File: config.mk
export PLATFORM = sky130hd
export DESIGN_NAME = trc_radio_ctrl
export DESIGN_NICKNAME = d
export VERILOG_FILES = /design/src/rtl/trc_serial_port.v /design/src/rtl/trc_radio_ctrl.v
export VERILOG_INCLUDE_DIRS = /design/src /design/src/rtl
export SDC_FILE = /design/constraint.sdc
export NUM_CORES = 1
export LEC_CHECK = 0
export BUFFER_PORTS_ARGS = -buffer_cell sky130_fd_sc_hd__buf_2
export CAP_MARGIN = 5
export CORE_MARGIN = 5
export CORE_UTILIZATION = 48
export CTS_BUF_LIST = sky130_fd_sc_hd__clkbuf_4 sky130_fd_sc_hd__clkbuf_8
export DETAILED_ROUTE_END_ITERATION = 7
export PLACE_DENSITY = 0.7
export SYNTH_ARGS = -nofsm -noshare
export SYNTH_HDL_FRONTEND = slang
export SYNTH_HIERARCHICAL = 1
export SYNTH_SLANG_ARGS = --single-unit
File: constraint.sdc
create_clock -name ref_clk_i -period 5.5 [get_ports ref_clk_i]
set_input_delay 0.275 -clock ref_clk_i [delete_from_list [all_inputs] [get_ports ref_clk_i]]
set_output_delay 0.275 -clock ref_clk_i [all_outputs]
set_load 0.03 [all_outputs]
File: src/rtl/trc_map.vh
`ifndef TRC_MAP_VH
`define TRC_MAP_VH

// Register offsets on the serial control bus.
`define TRC_OFS_MIXER   7'h18
`define TRC_OFS_AGC     7'h19
`define TRC_OFS_AMOSC   7'h1a
`define TRC_OFS_HOLE    7'h1b
`define TRC_OFS_STEREO  7'h1c
`define TRC_OFS_STAUX   7'h1d
`define TRC_OFS_BLEND   7'h1e
`define TRC_OFS_BAND    7'h1f
`define TRC_OFS_BASE    7'h18

// Reset values of the bank, in offset order.
`define TRC_RST_MIXER   8'h20
`define TRC_RST_AGC     8'h41
`define TRC_RST_AMOSC   8'h00
`define TRC_RST_STEREO  8'h60
`define TRC_RST_STAUX   8'h00
`define TRC_RST_BLEND   8'h00
`define TRC_RST_BAND    8'h00

// Field positions: single bits by number, multi-bit fields by their low bit.
`define TRC_B_IQSWAP    7
`define TRC_B_IFSIGN    6
`define TRC_F_OSCLEV    4
`define TRC_B_DEEMPH    3
`define TRC_F_VOLUME    1
`define TRC_B_AMHC      0
`define TRC_B_AMMUTE    5
`define TRC_B_IFSPD     3
`define TRC_F_RFSPD     1
`define TRC_B_RFLOOP    0
`define TRC_F_AMGAIN    5
`define TRC_F_AMDET     2
`define TRC_F_AMSPD     0
`define TRC_F_CAPT      6
`define TRC_B_STFAST    5
`define TRC_B_STSLOW    4
`define TRC_B_PILOT     2
`define TRC_B_FSTEREO   1
`define TRC_B_STMONO    0
`define TRC_B_FGAIN     4
`define TRC_F_SEP       0
`define TRC_F_SBLEND    5
`define TRC_F_SMUTE     2
`define TRC_B_DCSHIFT   1
`define TRC_B_FBLEND_N  0
`define TRC_B_RANGE     7
`define TRC_B_IFLIM     6
`define TRC_B_IFSPD_N   5
`define TRC_B_BAND      4
`define TRC_B_AMP       3
`define TRC_B_UNMUTE    2
`define TRC_B_AMCAL     1
`define TRC_B_PWR       0

// Serial frame layout: read flag in the top bit of the address byte.
`define TRC_B_RDFLAG    7
`define TRC_BITS_LAST   4'h7

`endif

File: src/rtl/trc_serial_port.v
`timescale 1ns/1ps
`default_nettype none

module trc_serial_port
(
    input  wire       ref_clk_i,
    input  wire       srst_i,
    input  wire       ce_i,
    input  wire       chip_enable_i,
    input  wire       serial_clock_i,
    input  wire       serial_in_i,
    input  wire [7:0] rd_data_i,
    output reg  [6:0] addr_o,
    output reg        wr_stb_o,
    output reg  [7:0] wr_data_o,
    output reg        serial_out_oe_o
);

`include "trc_map.vh"

reg        sclk_q;
reg  [3:0] bit_cnt;
reg  [7:0] shreg;
reg  [7:0] tx;
reg        have_addr;
reg        rd_mode;
reg        tx_first;
wire       sclk_rise = serial_clock_i & ~sclk_q;
wire       sclk_fall = ~serial_clock_i & sclk_q;
wire [7:0] next_shreg = {serial_in_i, shreg[7:1]};

////////////////////////////////////////////////////////////////////////////////
// Bits arrive LSB first on rising clock edges; the address byte comes first.
// Read data leaves on falling edges so the host can sample on the next rise.
always @(posedge ref_clk_i)
begin
    if (srst_i)
    begin
        sclk_q          <= 1'b0;
        bit_cnt         <= 4'h0;
        shreg           <= 8'h00;
        tx              <= 8'h00;
        have_addr       <= 1'b0;
        rd_mode         <= 1'b0;
        tx_first        <= 1'b0;
        addr_o          <= 7'h00;
        wr_stb_o        <= 1'b0;
        wr_data_o       <= 8'h00;
        serial_out_oe_o <= 1'b0;
    end
    else if (ce_i)
    begin
        sclk_q   <= serial_clock_i;
        wr_stb_o <= 1'b0;
        if (!chip_enable_i)
        begin
            // A dropped enable abandons any partial byte and frees the pin.
            bit_cnt         <= 4'h0;
            have_addr       <= 1'b0;
            rd_mode         <= 1'b0;
            serial_out_oe_o <= 1'b0;
        end
        else if (sclk_rise && !(have_addr && rd_mode))
        begin
            shreg <= next_shreg;
            if (bit_cnt == `TRC_BITS_LAST)
            begin
                bit_cnt <= 4'h0;
                if (!have_addr)
                begin
                    addr_o    <= next_shreg[6:0];
                    rd_mode   <= next_shreg[`TRC_B_RDFLAG];
                    have_addr <= 1'b1;
                    tx_first  <= 1'b1;
                end
                else
                begin
                    wr_stb_o  <= 1'b1;
                    wr_data_o <= next_shreg;
                end
            end
            else
            begin
                bit_cnt <= bit_cnt + 4'h1;
            end
        end
        else if (sclk_fall && have_addr && rd_mode)
        begin
            // Open drain: the pin is pulled low only for a zero bit.
            if (tx_first || bit_cnt == 4'h0)
            begin
                serial_out_oe_o <= ~rd_data_i[0];
                tx              <= {1'b0, rd_data_i[7:1]};
            end
            else
            begin
                serial_out_oe_o <= ~tx[0];
                tx              <= {1'b0, tx[7:1]};
            end
            tx_first <= 1'b0;
            bit_cnt  <= (bit_cnt == `TRC_BITS_LAST) ? 4'h0 : bit_cnt + 4'h1;
        end
    end
end

endmodule
`default_nettype wire

File: src/rtl/trc_radio_ctrl.v
// How it works
// - Bit 7 of mixer register swaps I/Q phase.
// - Bit 6 of mixer register subtracts IF.
// - Two-bit oscillator level, zero minimum, three maximum.
// - De-emphasis bit picks 50 or 75 microseconds.
// - Bit 5 of gain register enables AM mute.
// - Bit 3 of gain register picks fast IF gain.
// - Bit 0 of gain register enables RF gain loop.
// - Antenna gain and detect level, three bits each.
// - Low two bits set AM gain loop speed.
// - Top two stereo bits set capture range.
// - Stereo bits 5 and 4 enable fast, slow sensing.
// - Stereo bit 2 enables pilot cancellation.
// - Stereo bit 1 forces stereo mode.
// - Aux bit 4 forces the gain loop on.
// - Aux low two bits trim channel separation.
// - Three-bit soft blend level, zero disables it.
// - Three-bit soft mute level, zero disables it.
// - Blend bit 1 shifts the audio DC level.
// - Blend bit 0 low forces soft blend on.
// - Band bit 7 selects the eastern band range.
// - Band bit 6 caps the IF oscillator.
`timescale 1ns/1ps
`default_nettype none

module trc_radio_ctrl
(
    input  wire       ref_clk_i,
    input  wire       srst_i,
    input  wire       ce_i,
    input  wire       chip_enable_i,
    input  wire       serial_clock_i,
    input  wire       serial_in_i,
    output wire       serial_out_o,
    output wire       serial_out_oe_o,
    output wire       iq_phase_swap_o,
    output wire       if_sign_select_o,
    output wire [1:0] rf_osc_level_o,
    output wire       deemphasis_select_o,
    output wire [1:0] volume_level_o,
    output wire       am_highcut_enable_o,
    output wire       am_mute_enable_o,
    output wire       if_gain_speed_o,
    output wire [1:0] rf_gain_speed_o,
    output wire       rf_gain_loop_enable_o,
    output wire [2:0] am_antenna_gain_o,
    output wire [2:0] am_detect_level_o,
    output wire [1:0] am_gain_loop_speed_o,
    output wire [1:0] capture_range_o,
    output wire       stereo_fast_sense_o,
    output wire       stereo_slow_sense_o,
    output wire       pilot_cancel_enable_o,
    output wire       forced_stereo_o,
    output wire       stereo_mono_select_o,
    output wire       forced_gain_loop_o,
    output wire [1:0] separation_trim_o,
    output wire [2:0] soft_blend_level_o,
    output wire [2:0] soft_mute_level_o,
    output wire       audio_dc_shift_o,
    output wire       forced_soft_blend_n_o,
    output wire       band_range_select_o,
    output wire       if_osc_limit_o,
    output wire       if_gain_speed_n_o,
    output wire       band_select_o,
    output wire       audio_amp_enable_o,
    output wire       audio_mute_n_o,
    output wire       am_antenna_cal_o,
    output wire       radio_power_o,
    output reg        power_save_o
);

`include "trc_map.vh"

////////////////////////////////////////////////////////////////////////////////
// Serial front end.

wire [6:0] addr;
wire       wr_stb;
wire [7:0] wr_data;
reg  [7:0] rd_data;

// The open-drain data pin only ever pulls low; its level is always zero.
assign serial_out_o = 1'b0;

trc_serial_port u_port
(
    .ref_clk_i       (ref_clk_i),
    .srst_i          (srst_i),
    .ce_i            (ce_i),
    .chip_enable_i   (chip_enable_i),
    .serial_clock_i  (serial_clock_i),
    .serial_in_i     (serial_in_i),
    .rd_data_i       (rd_data),
    .addr_o          (addr),
    .wr_stb_o        (wr_stb),
    .wr_data_o       (wr_data),
    .serial_out_oe_o (serial_out_oe_o)
);

////////////////////////////////////////////////////////////////////////////////
// Register bank: eight flip-flop bytes indexed by offset minus the base.

reg  [7:0] bank [0:7];
wire [6:0] rel  = addr - `TRC_OFS_BASE;
wire       hit  = (rel[6:3] == 4'h0) && (addr != `TRC_OFS_HOLE); // Offsets below the base wrap high.
wire [2:0] idx  = rel[2:0];

// Reset image per entry; the hole at index 3 is never written.
function [7:0] rst_val;
    input integer i;
    begin
        case (i)
            3'h0:    rst_val = `TRC_RST_MIXER;
            3'h1:    rst_val = `TRC_RST_AGC;
            3'h2:    rst_val = `TRC_RST_AMOSC;
            3'h4:    rst_val = `TRC_RST_STEREO;
            3'h5:    rst_val = `TRC_RST_STAUX;
            3'h6:    rst_val = `TRC_RST_BLEND;
            3'h7:    rst_val = `TRC_RST_BAND;
            default: rst_val = 8'h00;
        endcase
    end
endfunction

// Each entry keeps every bit the host wrote, reserved ones included,
// so a read-back shows exactly what software set.
genvar g;
generate
    for (g = 0; g < 8; g = g + 1)
    begin : g_bank
        always @(posedge ref_clk_i)
        begin
            if (srst_i)
            begin
                bank[g] <= rst_val(g);
            end
            else if (ce_i && wr_stb && hit && idx == g)
            begin
                bank[g] <= wr_data;
            end
        end
    end
endgenerate

// Read mux; unmapped offsets and the hole return zero.
always @*
begin
    rd_data = 8'h00;
    if (hit)
    begin
        rd_data = bank[idx];
    end
end

////////////////////////////////////////////////////////////////////////////////
// Mixer and audio settings.

// Upper heterodyne when clear, image countermeasure when set.
assign iq_phase_swap_o     = bank[0][`TRC_B_IQSWAP];
// The tuning sequencer adds the IF when clear and subtracts when set.
assign if_sign_select_o    = bank[0][`TRC_B_IFSIGN];
// Steps of roughly 3 dB; the reset image lands on the usual level two.
assign rf_osc_level_o      = bank[0][`TRC_F_OSCLEV +: 2];
// Clear picks 50 us, set picks 75 us.
assign deemphasis_select_o = bank[0][`TRC_B_DEEMPH];
assign volume_level_o      = bank[0][`TRC_F_VOLUME +: 2];
assign am_highcut_enable_o = bank[0][`TRC_B_AMHC];

////////////////////////////////////////////////////////////////////////////////
// Gain loop and mute settings.

assign am_mute_enable_o      = bank[1][`TRC_B_AMMUTE];
// Clear is the slow loop, set the fast one.
assign if_gain_speed_o       = bank[1][`TRC_B_IFSPD];
assign rf_gain_speed_o       = bank[1][`TRC_F_RFSPD +: 2];
// Normal operation keeps this set; the reset image does so.
assign rf_gain_loop_enable_o = bank[1][`TRC_B_RFLOOP];

////////////////////////////////////////////////////////////////////////////////
// AM antenna oscillator settings.

assign am_antenna_gain_o    = bank[2][`TRC_F_AMGAIN +: 3];
assign am_detect_level_o    = bank[2][`TRC_F_AMDET +: 3];
// Zero is the slowest loop, three the fastest.
assign am_gain_loop_speed_o = bank[2][`TRC_F_AMSPD +: 2];

////////////////////////////////////////////////////////////////////////////////
// Stereo decoder settings.

// Zero narrow, one usual, three wide.
assign capture_range_o       = bank[4][`TRC_F_CAPT +: 2];
// The two speeds are independent enables, not a coded field.
assign stereo_fast_sense_o   = bank[4][`TRC_B_STFAST];
assign stereo_slow_sense_o   = bank[4][`TRC_B_STSLOW];
assign pilot_cancel_enable_o = bank[4][`TRC_B_PILOT];
// Clear leaves the stereo or mono decision to the decoder.
assign forced_stereo_o       = bank[4][`TRC_B_FSTEREO];
assign stereo_mono_select_o  = bank[4][`TRC_B_STMONO];

////////////////////////////////////////////////////////////////////////////////
// Stereo auxiliary settings.

assign forced_gain_loop_o = bank[5][`TRC_B_FGAIN];
// Subcarrier level, minimum at zero.
assign separation_trim_o  = bank[5][`TRC_F_SEP +: 2];

////////////////////////////////////////////////////////////////////////////////
// Soft blend and soft mute settings.

// Zero turns each function off; seven is the strongest level.
assign soft_blend_level_o    = bank[6][`TRC_F_SBLEND +: 3];
assign soft_mute_level_o     = bank[6][`TRC_F_SMUTE +: 3];
// Clear suits the low supply, set the high supply.
assign audio_dc_shift_o      = bank[6][`TRC_B_DCSHIFT];
// Inverted sense: zero forces soft blend on, as the immunity setup needs.
assign forced_soft_blend_n_o = bank[6][`TRC_B_FBLEND_N];

////////////////////////////////////////////////////////////////////////////////
// Band and power settings.

assign band_range_select_o = bank[7][`TRC_B_RANGE];
// Clear allows 350 kHz for FM, set caps at 150 kHz for AM.
assign if_osc_limit_o      = bank[7][`TRC_B_IFLIM];
assign if_gain_speed_n_o   = bank[7][`TRC_B_IFSPD_N];
// Clear is FM, set is AM. The settle wait after moving to AM is the
// host's job; nothing here times it.
assign band_select_o       = bank[7][`TRC_B_BAND];
assign audio_amp_enable_o  = bank[7][`TRC_B_AMP];
assign audio_mute_n_o      = bank[7][`TRC_B_UNMUTE];
assign am_antenna_cal_o    = bank[7][`TRC_B_AMCAL];
assign radio_power_o       = bank[7][`TRC_B_PWR];

// Power save is the registered inverse of the power bit, so the analog side
// gets a clean level; the bank itself stays readable in power save.
always @(posedge ref_clk_i)
begin
    if (srst_i)
    begin
        power_save_o <= 1'b1;
    end
    else if (ce_i)
    begin
        power_save_o <= ~bank[7][`TRC_B_PWR];
    end
end

endmodule
`default_nettype wire

Word-level counts from Yosys, hierarchy flattened. Memories as Yosys holds them, arrays and structs flattened. Cells that the tools add are included.

Flip-flop bits (word level): 42. RAM bits: 64. Bits of input ports: 6. Output and inout port bits: 50. Word-level logic and storage cells: 138. Memories: 1.

Add/subtract/negate cells: 2. Eq/ne operators: 17. Muxes and demuxes: 59. Bitwise logic cells: 17. Reduce and logical (&&, ||, !) cells: 30.

Memories: bank (words 8, bits a word 8, read ports 8, clocked after Yosys merged registers in 0, write ports 8, line trc_radio_ctrl.v:103) `reg [7:0] bank [0:7];`.

Operators by type and width (count): 8-bit 2-to-1 mux (9); 1-bit 2-to-1 mux (45); 4-bit 2-to-1 mux (4); 1-bit logical AND (15); 5-bit AND reduction (3); 3-bit equality test (second input constant) (4); 3-bit AND reduction (3); 4-bit logical NOT (2); 2-bit != test (second input constant) (4); 1-bit bitwise OR (8); 4-bit AND reduction (2); 7-bit 2-to-1 mux (1); 7-bit by 5-bit != test with 1-bit output (second input constant) (1); 1-bit NOT (7); 7-bit by 5-bit subtractor with 7-bit output (second input constant) (1); 3-bit by 2-bit equality test with 1-bit output (second input constant) (2); 2-bit by 1-bit != test with 1-bit output (second input constant) (3); 4-bit by 1-bit adder with 4-bit output (second input constant) (1); 4-bit by 3-bit equality test with 1-bit output (second input constant) (1); 3-bit by 1-bit equality test with 1-bit output (second input constant) (1); 3-bit logical NOT (1); 3-bit by 1-bit != test with 1-bit output (second input constant) (1); 1-bit bitwise AND (2); 2-bit AND reduction (1); other kinds (3) (3).

Longest topological paths before layout. Gate-level depths: netlist of the first run.

Depth after elaboration: 9. Mapped depth: 7. Mapped depth without buffers: 5.

Cells and area by module. Netlist of the first run, hierarchy kept.

By module, submodules not included: trc_radio_ctrl (instances 1, cells each 211, area each 2737.6 um^2, sequential area each 1701.6 um^2); trc_serial_port (instances 1, cells each 191, area each 1742.9 um^2, sequential area each 780.7 um^2).

Least setup slack after synthesis of the first run. No wires, ideal clock.

Kind: register -> register. Start: register u_port.addr_o[0]. End: memory bank[7][0], enable pin. Library setup time: 375 ps. Data arrival time: 1624 ps. Required time: 5125 ps. Path slack: 3501 ps. Stages on the path, launching flop included: 6. Path buffers: 2. Period minus slack after synthesis: 1999 ps. Cell sequence: dfxtp_1 buf_2 nand2_1 or3_1 clkbuf_1 o21bai_1.

RTL lines: from (decl) (line trc_serial_port.v:13) `output reg [6:0] addr_o,`; from (signal assigned) (line trc_serial_port.v:71) `addr_o <= next_shreg[6:0];`; to (decl) (line trc_radio_ctrl.v:103).

==> flow_metrics.tcl, run 1 <==
set metrics [dict create \
    postCtsHoldBufs 0 \
    ys_warn_count 6 \
    area_growth_pct 10.97 \
    powerDensity_nw_per_um2 284.2 \
    setup_ws_ps 2852 \
    async_flop_share_pct 0 \
    r2r_cells 3 \
    postCtsSetupBuffers 0 \
    arrival_ps 2640 \
    grt_pass1_vias 3097 \
    start_kind "flip-flop" \
    cpPeakStageDelay_ps 960 \
    min_from "serial_in_i" \
    skew_ps 16.40 \
    synth.most_common_cell "nor2_1" \
    r2r_start "u_port/addr_o[1]" \
    hold_ws_ps 180.1 \
    place_ws_ps 2909 \
    grt_pass1_wl_um 16780 \
    instances_no_fill 555 \
    min_to "u_port/shreg[7]" \
    layout-drive-gt1-share_pct 23.65 \
    synth_top_family_by_area "simple AND/OR/NAND/NOR gates" \
    path_cells "nand2b_1, or3_1, o21bai_1" \
    die_w_um 106.6 \
    synth_compound_gate_area_share_pct 11.48 \
    place.gp.congestion 0.9218 \
    synth.avg_cell_area_um2 11.15 \
    r2r_end "bank[6][0]" \
    syn-instance-count 402 \
    dr.pass1.iters 5 \
    r2r_slack_ps 2850 \
    cpMaxStageDelayCell "dfxtp_1" \
    syn_area_um2 4481 \
    muxShareOfSynthArea_pct 9.606 \
    finalPower_mw 1.413 \
    synthFlopType "edfxtp_1" \
    p_leak_nw 1.642 \
    num_rows 35 \
    wl_per_cell_um 19.17 \
    slew_violations 0 \
    fp.dieArea_um2 11370 \
    num_io_pins 56 \
    path_max_fanout 22 \
    relSlewSlack_pct 27.88 \
    drc 0 \
    ir_drop_uv 153.6 \
    clk_latency_ps 360 \
    holdCritPathClass "in2reg" \
    core_um2 9153 \
    hpwlAfterDp_um 7728 \
    synth_commonest_cells "nor2_1 (57), edfxtp_1 (56), dfxtp_1 (40), nand2_1 (30), and2_1 (21)" \
    start_util_pct 48.95 \
    clkSinkCount 96 \
    tns_ps 0 \
    fmax_mhz 377.6 \
    routed_wl_um 10640 \
    ys_seq_area_share_pct 55.40 \
    yosys_register_bits 96 \
    dp.cells 539 \
    yosys.area_share.simple_pct 18.12 \
    worstHoldPathCells 3 \
    worstPathRequired_ps 5500 \
    clock_path_buffers 2 \
    syn-num-nets 410 \
    yosysTopAreaCell "edfxtp_1" \
    cp-end-kind "flip-flop" \
    nNetsFinal 447 \
    cts.clk_slew.worst_paths_ps 90 \
    drtAntennaViolNets 0 \
    worstSetupPathType "reg2reg" \
    worst_slew_pin_slew_ps 1079 \
    cts_tree "built" \
    synth_edf_count 56 \
    vias 3237 \
    fin_crit_sh_pct 48.15 \
    die_h_um 106.6 \
    setup_viol_count_final 0 \
    cts_inserted_buffers 9 \
    grt_max_degree 52 \
    synthAdderAreaFrac_pct 0.5585 \
    finalCriticalPeriod_ps 2648 \
    num_antenna_cells 0 \
    grt_overflow_total 0 \
    htree_levels 3 \
    via_per_inst 5.832 \
    antenna_found_initial 0 \
    status "finished, final reports clean" \
    io_buffers 54 \
    rsz0062_at_grt "false" \
    grt_use_total_pct 19.24 \
    ys_types 55 \
    synth_xor_xnor_area_share_pct 0 \
    maxCapViolCount 0 \
    cts_resized 0 \
    yosys-top-cells-area "edfxtp_1 (38%), dfxtp_1 (18%), nor2_1 (4.8%), mux4_2 (4.0%), mux2i_1 (3.6%)" \
    finalHoldViolations 0 \
    root_buffer "clkbuf_8" \
    drt_iter0_markers 140 \
    netlist.area_leader.share_pct 37.53 \
]
==> cell families (layout without fill, tap and decap cells) <==
group	Yosys count	in the layout
muxes	32	32
adders and majority gates	2	2
DFF	96	96
buffers and inverters	44	86
and+or+nand+nor	156	156
AOI/OAI and AO/OA	71	71
other	1	1
==> worst max-delay path by stage <==
stage / depth (start not counted) / end / startpoint / slack [ps]
2_1_floorplan: 5 / bank[7][0] / u_port/addr_o[0] / 3500
3_3_place_gp: 3 / bank[6][0] / u_port/addr_o[1] / 3000
3_5_place_dp: 3 / bank[6][2] / u_port/addr_o[1] / 2910
4_1_cts: 3 / bank[6][5] / u_port/addr_o[1] / 2890
5_1_grt: 3 / bank[6][5] / u_port/addr_o[1] / 2700
6_report: 3 / bank[6][0] / u_port/addr_o[1] / 2850
==> where the power goes <==
part,internal (mW),total (mW),switching (mW)
Sequential,0.781,0.796,0.0154
Combinational,0.0310,0.109,0.0779
Clock,0.263,0.508,0.244
Total,1.08,1.41,0.338
==> routing by layer <==
| metal | share of wire [%] | track usage [%] | vias up |
|---|---|---|---|
| li1 | - | - | 1524 |
| met1 | 42 | 25.56 | 1540 |
| met2 | 47 | 30.17 | 137 |
| met3 | 8.0 | 4.214 | 36 |
| met4 | 3.0 | 8.950 | 0 |
| met5 | 0 | 0 | - |
==> placed cells by master (no fill, tap or decap), types with 5 or more instances in the layout <==
cell type  count
and2_1        21
mux4_2         8
nand2b_1      10
or3_1          6
mux2_2         8
buf_2         54
o21bai_1       7
nor2_1        57
a31o_2         9
a221oi_1       8
inv_1         13
o21ai_0       12
dfxtp_1       40
a21oi_1        9
a311oi_1       8
nand2_1       30
nor2b_1        5
mux2i_1       16
a211oi_1       6
clkbuf_8       9
edfxtp_1      56
==> area by class of cell <==
class	instances	area [µm²]
clock buffer	10	131.4
tap	111	138.9
multi-input combinational	262	1792
timing repair buffer	56	285.3
fill	776	4180
sequential	96	2482
clock inverter	6	90.09
inverter	14	52.55
==> per-stage QoR <==
stage          util [%]  instance area [µm²]
6_report          54.33                 4972
5_1_grt           54.33                 4972
4_1_cts           54.33                 4972
3_5_place_dp      51.91                 4751
3_3_place_gp      51.91                 4751
2_1_floorplan         -                 4481
==> sequential cells by signal (all words and copies together) (netlist names) <==
register and cells:
u_port/serial_out_oe_o 1, u_port/have_addr 1, u_port/wr_data_o 8, u_port/sclk_q 1, u_port/rd_mode 1, u_port/bit_cnt 4, bank 56, u_port/shreg 7
u_port/wr_stb_o 1, u_port/addr_o 7, power_save_o 1, u_port/tx 7, u_port/tx_first 1
==> critical path: cells and delay by family (launching register included) <==
family | cells | cell delay (ps)
flip-flops | 1 | 960
AND/OR/NAND/NOR | 2 | 680
AO/OA/AOI/OAI | 1 | 640
(Power assumes the default switching activity.)
==> run 2: changes to the inputs <==
Settings changed: ABC_AREA from default to 1, PLACE_DENSITY 0.7 to 0.69.
Clock period 5.5 ns to 2.6 ns, I/O delays scaled along.
==> flow_metrics.tcl, run 2 <==
set metrics [dict create \
    cts_inserted_buffers 9 \
    netlist.area_leader.share_pct 36.16 \
    postCtsHoldBufs 0 \
    die_h_um 115.2 \
    hold_ws_ps 42.87 \
    grt_pass1_vias 3953 \
    path_max_fanout 26 \
    area_growth_pct 10.73 \
    power_frac_seq_pct 56.4 \
    place.gp.congestion 0.9160 \
    powerDensity_nw_per_um2 556.1 \
    finalHoldViolations 0 \
    synthFlopType "edfxtp_1" \
    clock_power_share_pct 34.8 \
    postCtsSetupBuffers 0 \
    via_per_inst 4.934 \
    syn-instance-count 663 \
    drt_iter0_markers 337 \
    r2r_slack_ps 690 \
    cts.clk_slew.worst_paths_ps 100 \
    p_comb_share_pct 8.9 \
    regMostFlops "bank" \
    drc 0 \
    p_int_mw 2.458 \
    p_leak_nw 2.716 \
    r2r_cells 5 \
    io_buffers 54 \
    r2r_end "bank[2][7]" \
    grt_pass1_wl_um 19900 \
    cp-end-kind "flip-flop" \
    ys_warn_count 6 \
    start_kind "flip-flop" \
    relSlewSlack_pct 44.42 \
    antenna_found_initial 0 \
    num_antenna_cells 0 \
    hpwlAfterDp_um 8818 \
    synth.most_common_cell "nand2_1" \
    clock_path_buffers 2 \
    fin_crit_sh_pct 73.27 \
    clk_latency_ps 370 \
    drtAntennaViolNets 0 \
    ys_seq_area_share_pct 51.22 \
    worstHoldPathCells 3 \
    rsz0062_at_grt "false" \
    fmax_mhz 524.9 \
    grt_max_degree 28 \
    final_cell_mix "nand2_1 (181), nor2_1 (120), inv_1 (96), edfxtp_1 (64), buf_2 (54)" \
    finalCriticalPeriod_ps 1905 \
    yosysTopAreaCell "edfxtp_1" \
    root_buffer "clkbuf_8" \
    synth.avg_cell_area_um2 8.017 \
    cts_resized 0 \
    synth_edf_count 64 \
    synth_commonest_cells "nand2_1 (181), nor2_1 (120), inv_1 (96), edfxtp_1 (64), dfxtp_1 (40)" \
    maxCapViolCount 0 \
    worstPathRequired_ps 2630 \
    fp.dieArea_um2 13280 \
    ir_drop_uv 266.3 \
    status "finished, final reports clean" \
    worstSetupPathType "reg2reg" \
    layout-drive-gt1-share_pct 16.20 \
    reg.largest.list "bank: 64 flops, u_port/wr_data_o: 8 flops" \
    num_rows 38 \
    dr.pass1.iters 5 \
    worst_slew_pin_slew_ps 832.8 \
    grt_overflow_total 0 \
    clkSinkCount 104 \
    nNetsFinal 725 \
    yosys_register_bits 104 \
    routed_wl_um 12100 \
    htree_levels 3 \
    async_flop_share_pct 0 \
    start_util_pct 49.03 \
    setup_viol_count_final 0 \
    core_um2 10840 \
    min_to "u_port/wr_data_o[7]" \
    largest_register_ff_count 64 \
    multiInputGateArea_um2 2037 \
    cts_tree "built" \
    num_io_pins 56 \
    vias 4253 \
    syn_area_um2 5315 \
    holdCritPathClass "in2reg" \
    n_fill_cell 1036 \
    final_common_cell "nand2_1" \
    swShare_pct 24.92 \
    arrival_ps 1940 \
    wl_per_cell_um 14.04 \
    regArea_um2 2723 \
    tns_ps 0 \
    r2r_start "u_port/addr_o[0]" \
    slew_violations 0 \
    grt_use_total_pct 19.16 \
    switchingPower_uw 815.7 \
    ys_types 34 \
    min_from "serial_in_i" \
    yosys-top-cells-area "edfxtp_1 (36%), dfxtp_1 (15%), nand2_1 (13%), nor2_1 (8.5%), inv_1 (6.8%)" \
    skew_ps 9.836 \
    die_w_um 115.2 \
]
run 2: changes by cell type after synthesis, sizes merged, moves of 13 or more:
cell   previous run  this run
nand2            31       187
nand4             3        16
inv              13       104
nor2             57       131
nand3             2        41
and2             21         0
mux2i            16         0
run 2: area by class of cell:
cell class              count  area share, %
clock buffers              10          2.338
clock inverters             6          1.509
inverters                 105          6.696
multi-input cells         435          34.61
flip-flops and latches    104          46.26
well taps                 140          2.976
repair buffers             62          5.612
run 2: worst max-delay path by stage:
stage                           from      endpoint  slack (ps)  cells past startpoint
CTS                 u_port/addr_o[0]    bank[6][4]         670                      5
detailed placement  u_port/addr_o[0]    bank[6][4]         690                      5
global route        u_port/addr_o[0]  u_port/tx[3]         480                     11
global placement    u_port/addr_o[0]    bank[6][0]         750                      5
floorplan           u_port/addr_o[0]    bank[0][0]         850                      7
finish              u_port/addr_o[0]    bank[2][7]         690                      5
run 2: stage by stage:
| stage | cell area, µm² | power, mW | std cells | utilization (%) | worst slack [ps] |
|---|---|---|---|---|---|
| after detailed placement | 5659 | 2.173 | 846 | 52.20 | 691.2 |
| after floorplan | 5345 | 2.091 | 671 | - | 854.8 |
| after global routing | 5886 | 3.407 | 862 | 54.29 | 477.8 |
| after CTS | 5886 | 3.291 | 862 | 54.29 | 673.9 |
| after global placement | 5659 | 2.166 | 846 | 52.20 | 750.8 |
| final | 5886 | 3.273 | 862 | 54.29 | 694.9 |
run 2: power by group through the flow:
stage	registers, mW	logic (mW)	clock network [mW]
after global placement	1.88	0.285	0
final	1.84	0.290	1.14
after detailed placement	1.88	0.290	0
after global routing	1.85	0.316	1.24
after floorplan	1.95	0.144	0
after CTS	1.85	0.291	1.15
run 2: logic make-up (layout without fill, tap and decap cells):
family                   after synthesis  count (layout)  share of synthesized area [%]
AO/OA/AOI/OAI                         36              36                          3.531
adder cells (fa/ha/maj)                2               2                         0.4707
buffers and inverters                132             183                          11.02
flip-flops                           104             104                          51.22
other                                  1               9                        0.07055
AND/OR/NAND/NOR                      388             388                          33.69
run 2: routing by layer:
| layer | track usage, % | vias to the layer above | wire length (µm) |
|---|---|---|---|
| li1 | - | 2156 | - |
| met1 | 26.46 | 1950 | 5461 |
| met2 | 29.98 | 120 | 5637 |
| met3 | 3.895 | 27 | 678 |
| met4 | 6.964 | 0 | 323 |
| met5 | 0 | - | 0 |
run 2: worst max-delay path, cell delays in order, from the launching register on:
cell and delay, ps:
dfxtp_1 400, inv_2 370, nand2_1 130, nor2_1 240, nand3_1 110, nand2_1 320
==> run 3: changes to the inputs <==
Settings changed: PLACE_DENSITY 0.69 to 0.72.
Clock period 2.6 ns to 1.7 ns, I/O delays scaled along.
==> flow_metrics.tcl, run 3 (synthesized netlist as in run 2, its figures left out) <==
set metrics [dict create \
    status "finished, final reports clean" \
    via_per_inst 4.894 \
    fin_crit_sh_pct 93.81 \
    slew_violations 0 \
    grt_pass1_wl_um 20090 \
    swShare_pct 24.68 \
    place_ws_ps 30.06 \
    num_rows 38 \
    dr.pass1.iters 5 \
    wl_met3_um 714 \
    core_um2 10840 \
    p_leak_nw 2.849 \
    r2r_start "u_port/addr_o[1]" \
    r2r_end "bank[0][2]" \
    fmax_mhz 627.0 \
    io_buffers 54 \
    r2r_slack_ps 110 \
    rsz0062_at_grt "true" \
    htree_levels 3 \
    regMostFlops "bank" \
    min_to "u_port/sclk_q" \
    die_h_um 115.2 \
    wl_per_cell_um 13.75 \
    clk_latency_ps 380 \
    drtAntennaViolNets 0 \
    path_cells "buf_4, nor2_4, inv_2, nor2_2, inv_1, o21ai_1, buf_4" \
    switchingPower_mw 1.274 \
    power_frac_seq_pct 54.7 \
    final_core_util_pct 56.48 \
    drt_iter0_markers 434 \
    crit_family "buffers and inverters" \
    layout-drive-gt1-share_pct 19.17 \
    num_antenna_cells 0 \
    finalPower_mw 5.161 \
    holdCritPathClass "in2reg" \
    critPathBufInv 4 \
    worstPathRequired_ps 1790 \
    cts.clk_slew.worst_paths_ps 100 \
    grt_overflow_total 0 \
    hpwlAfterDp_um 9094 \
    cpPeakStageDelay_ps 340 \
    routed_wl_um 12180 \
    worstSetupPathType "reg2reg" \
    finalCriticalPeriod_ps 1595 \
    start_kind "flip-flop" \
    cpMaxStageDelayCell "dfxtp_1" \
    finalHoldViolations 0 \
    powerDensity_nw_per_um2 843.1 \
    grt_max_degree 30 \
    num_io_pins 56 \
    m1WireLength_um 5430 \
    met2_length_um 5881 \
    grt_use_total_pct 19.23 \
    setup_viol_count_final 0 \
    cp-end-kind "flip-flop" \
    largest_register_ff_count 64 \
    fp.dieArea_um2 13280 \
    vias 4336 \
    r2r_cells 7 \
    final_common_cell "nand2_1" \
    instances_no_fill 886 \
    clock_path_buffers 2 \
    skew_ps 20.31 \
    arrival_ps 1690 \
    setup_ws_ps 105.2 \
    cts_inserted_buffers 9 \
    reg.largest.list "bank: 64 flops, u_port/wr_data_o: 8 flops" \
    clkSinkCount 104 \
    grt_pass1_vias 4078 \
    start_util_pct 49.03 \
    drc 0 \
    final_cell_mix "nand2_1 (179), nor2_1 (120), inv_1 (96), edfxtp_1 (64), buf_2 (54)" \
    path_max_fanout 11 \
    root_buffer "clkbuf_8" \
    crit_top_cell "buf_4" \
    ir_drop_uv 420.0 \
    final_area_um2 6122 \
    highest_layer "met4" \
    n_fill_cell 969 \
    clock_power_share_pct 36.5 \
    area_growth_pct 15.18 \
    cp.depth 7 \
    p_int_mw 3.888 \
    dp.cells 865 \
    placed_area_um2 5802 \
    min_from "serial_clock_i" \
    nNetsFinal 749 \
    die_w_um 115.2 \
    cts_tree "built" \
    antenna_found_initial 0 \
    p_comb_share_pct 8.7 \
    maxCapViolCount 0 \
    worstHoldPathCells 3 \
    place.gp.congestion 0.9273 \
]
[run 3: changes by cell type in the layout (fill, tap and decap cells not counted), sizes merged]
cell | before | now
clkinv | 1 | 2
inv | 107 | 106
bufinv | 2 | 3
buf | 62 | 85
dlygate4sd3 | 0 | 1
clkbuf | 10 | 9
[run 3: power groups by stage]
stage | sequential, mW | combinational (mW) | clock (mW)
3_3_place_gp | 2.88 | 0.444 | 0
4_1_cts | 2.83 | 0.452 | 1.90
2_1_floorplan | 2.98 | 0.220 | 0
5_1_grt | 2.84 | 0.499 | 2.01
6_report | 2.82 | 0.451 | 1.89
3_5_place_dp | 2.88 | 0.448 | 0
[run 3: worst register-to-register path: cells and delay by family, from the launching register on]
kind	cells	cell delay [ps]
buf+inv	4	520
compound gates	1	130
simple gates	2	330
flops	1	340
[run 3: worst max-delay path by stage]
stage / from / endpoint
after global placement: u_port/addr_o[0] / bank[2][3]
after CTS: u_port/addr_o[0] / bank[1][2]
after detailed placement: u_port/addr_o[0] / bank[1][1]
after floorplan: u_port/addr_o[0] / bank[0][0]
final: u_port/addr_o[1] / bank[0][2]
after global routing: u_port/addr_o[1] / bank[0][2]
[run 3: repair_timing]
action	in CTS	in global routing
endpoints found under the setup margin	0	75
setup buffers	0	4
endpoints found under the hold margin	1	0
resized for setup	0	6
hold buffers	1	0
[run 3: metal layers]
metal  track usage (%)  vias to the layer above
met3             3.737                       16
met4             4.069                        0
li1                  -                     2203
met2             32.29                      147
met1             26.03                     1970
met5                 0                        -
[run 3: metrics by stage]
step                      hold WS, ps  setup TNS (ps)
final                           98.41               0
after detailed placement        373.8               0
after floorplan                 154.1           -1086
after global placement          362.8               0
after CTS                       99.03               0
after global routing            135.5          -317.9
[run 3: area by class of cell]
type | instances | area, µm² | area share [%]
Timing Repair Buffer | 86 | 529.3 | 8.645
Clock buffer | 9 | 123.9 | 2.023
Sequential cell | 104 | 2724 | 44.49
Tap cell | 140 | 175.2 | 2.861
Clock inverter | 7 | 126.4 | 2.064
Inverter | 105 | 396.6 | 6.479
Multi-Input combinational cell | 435 | 2047 | 33.44
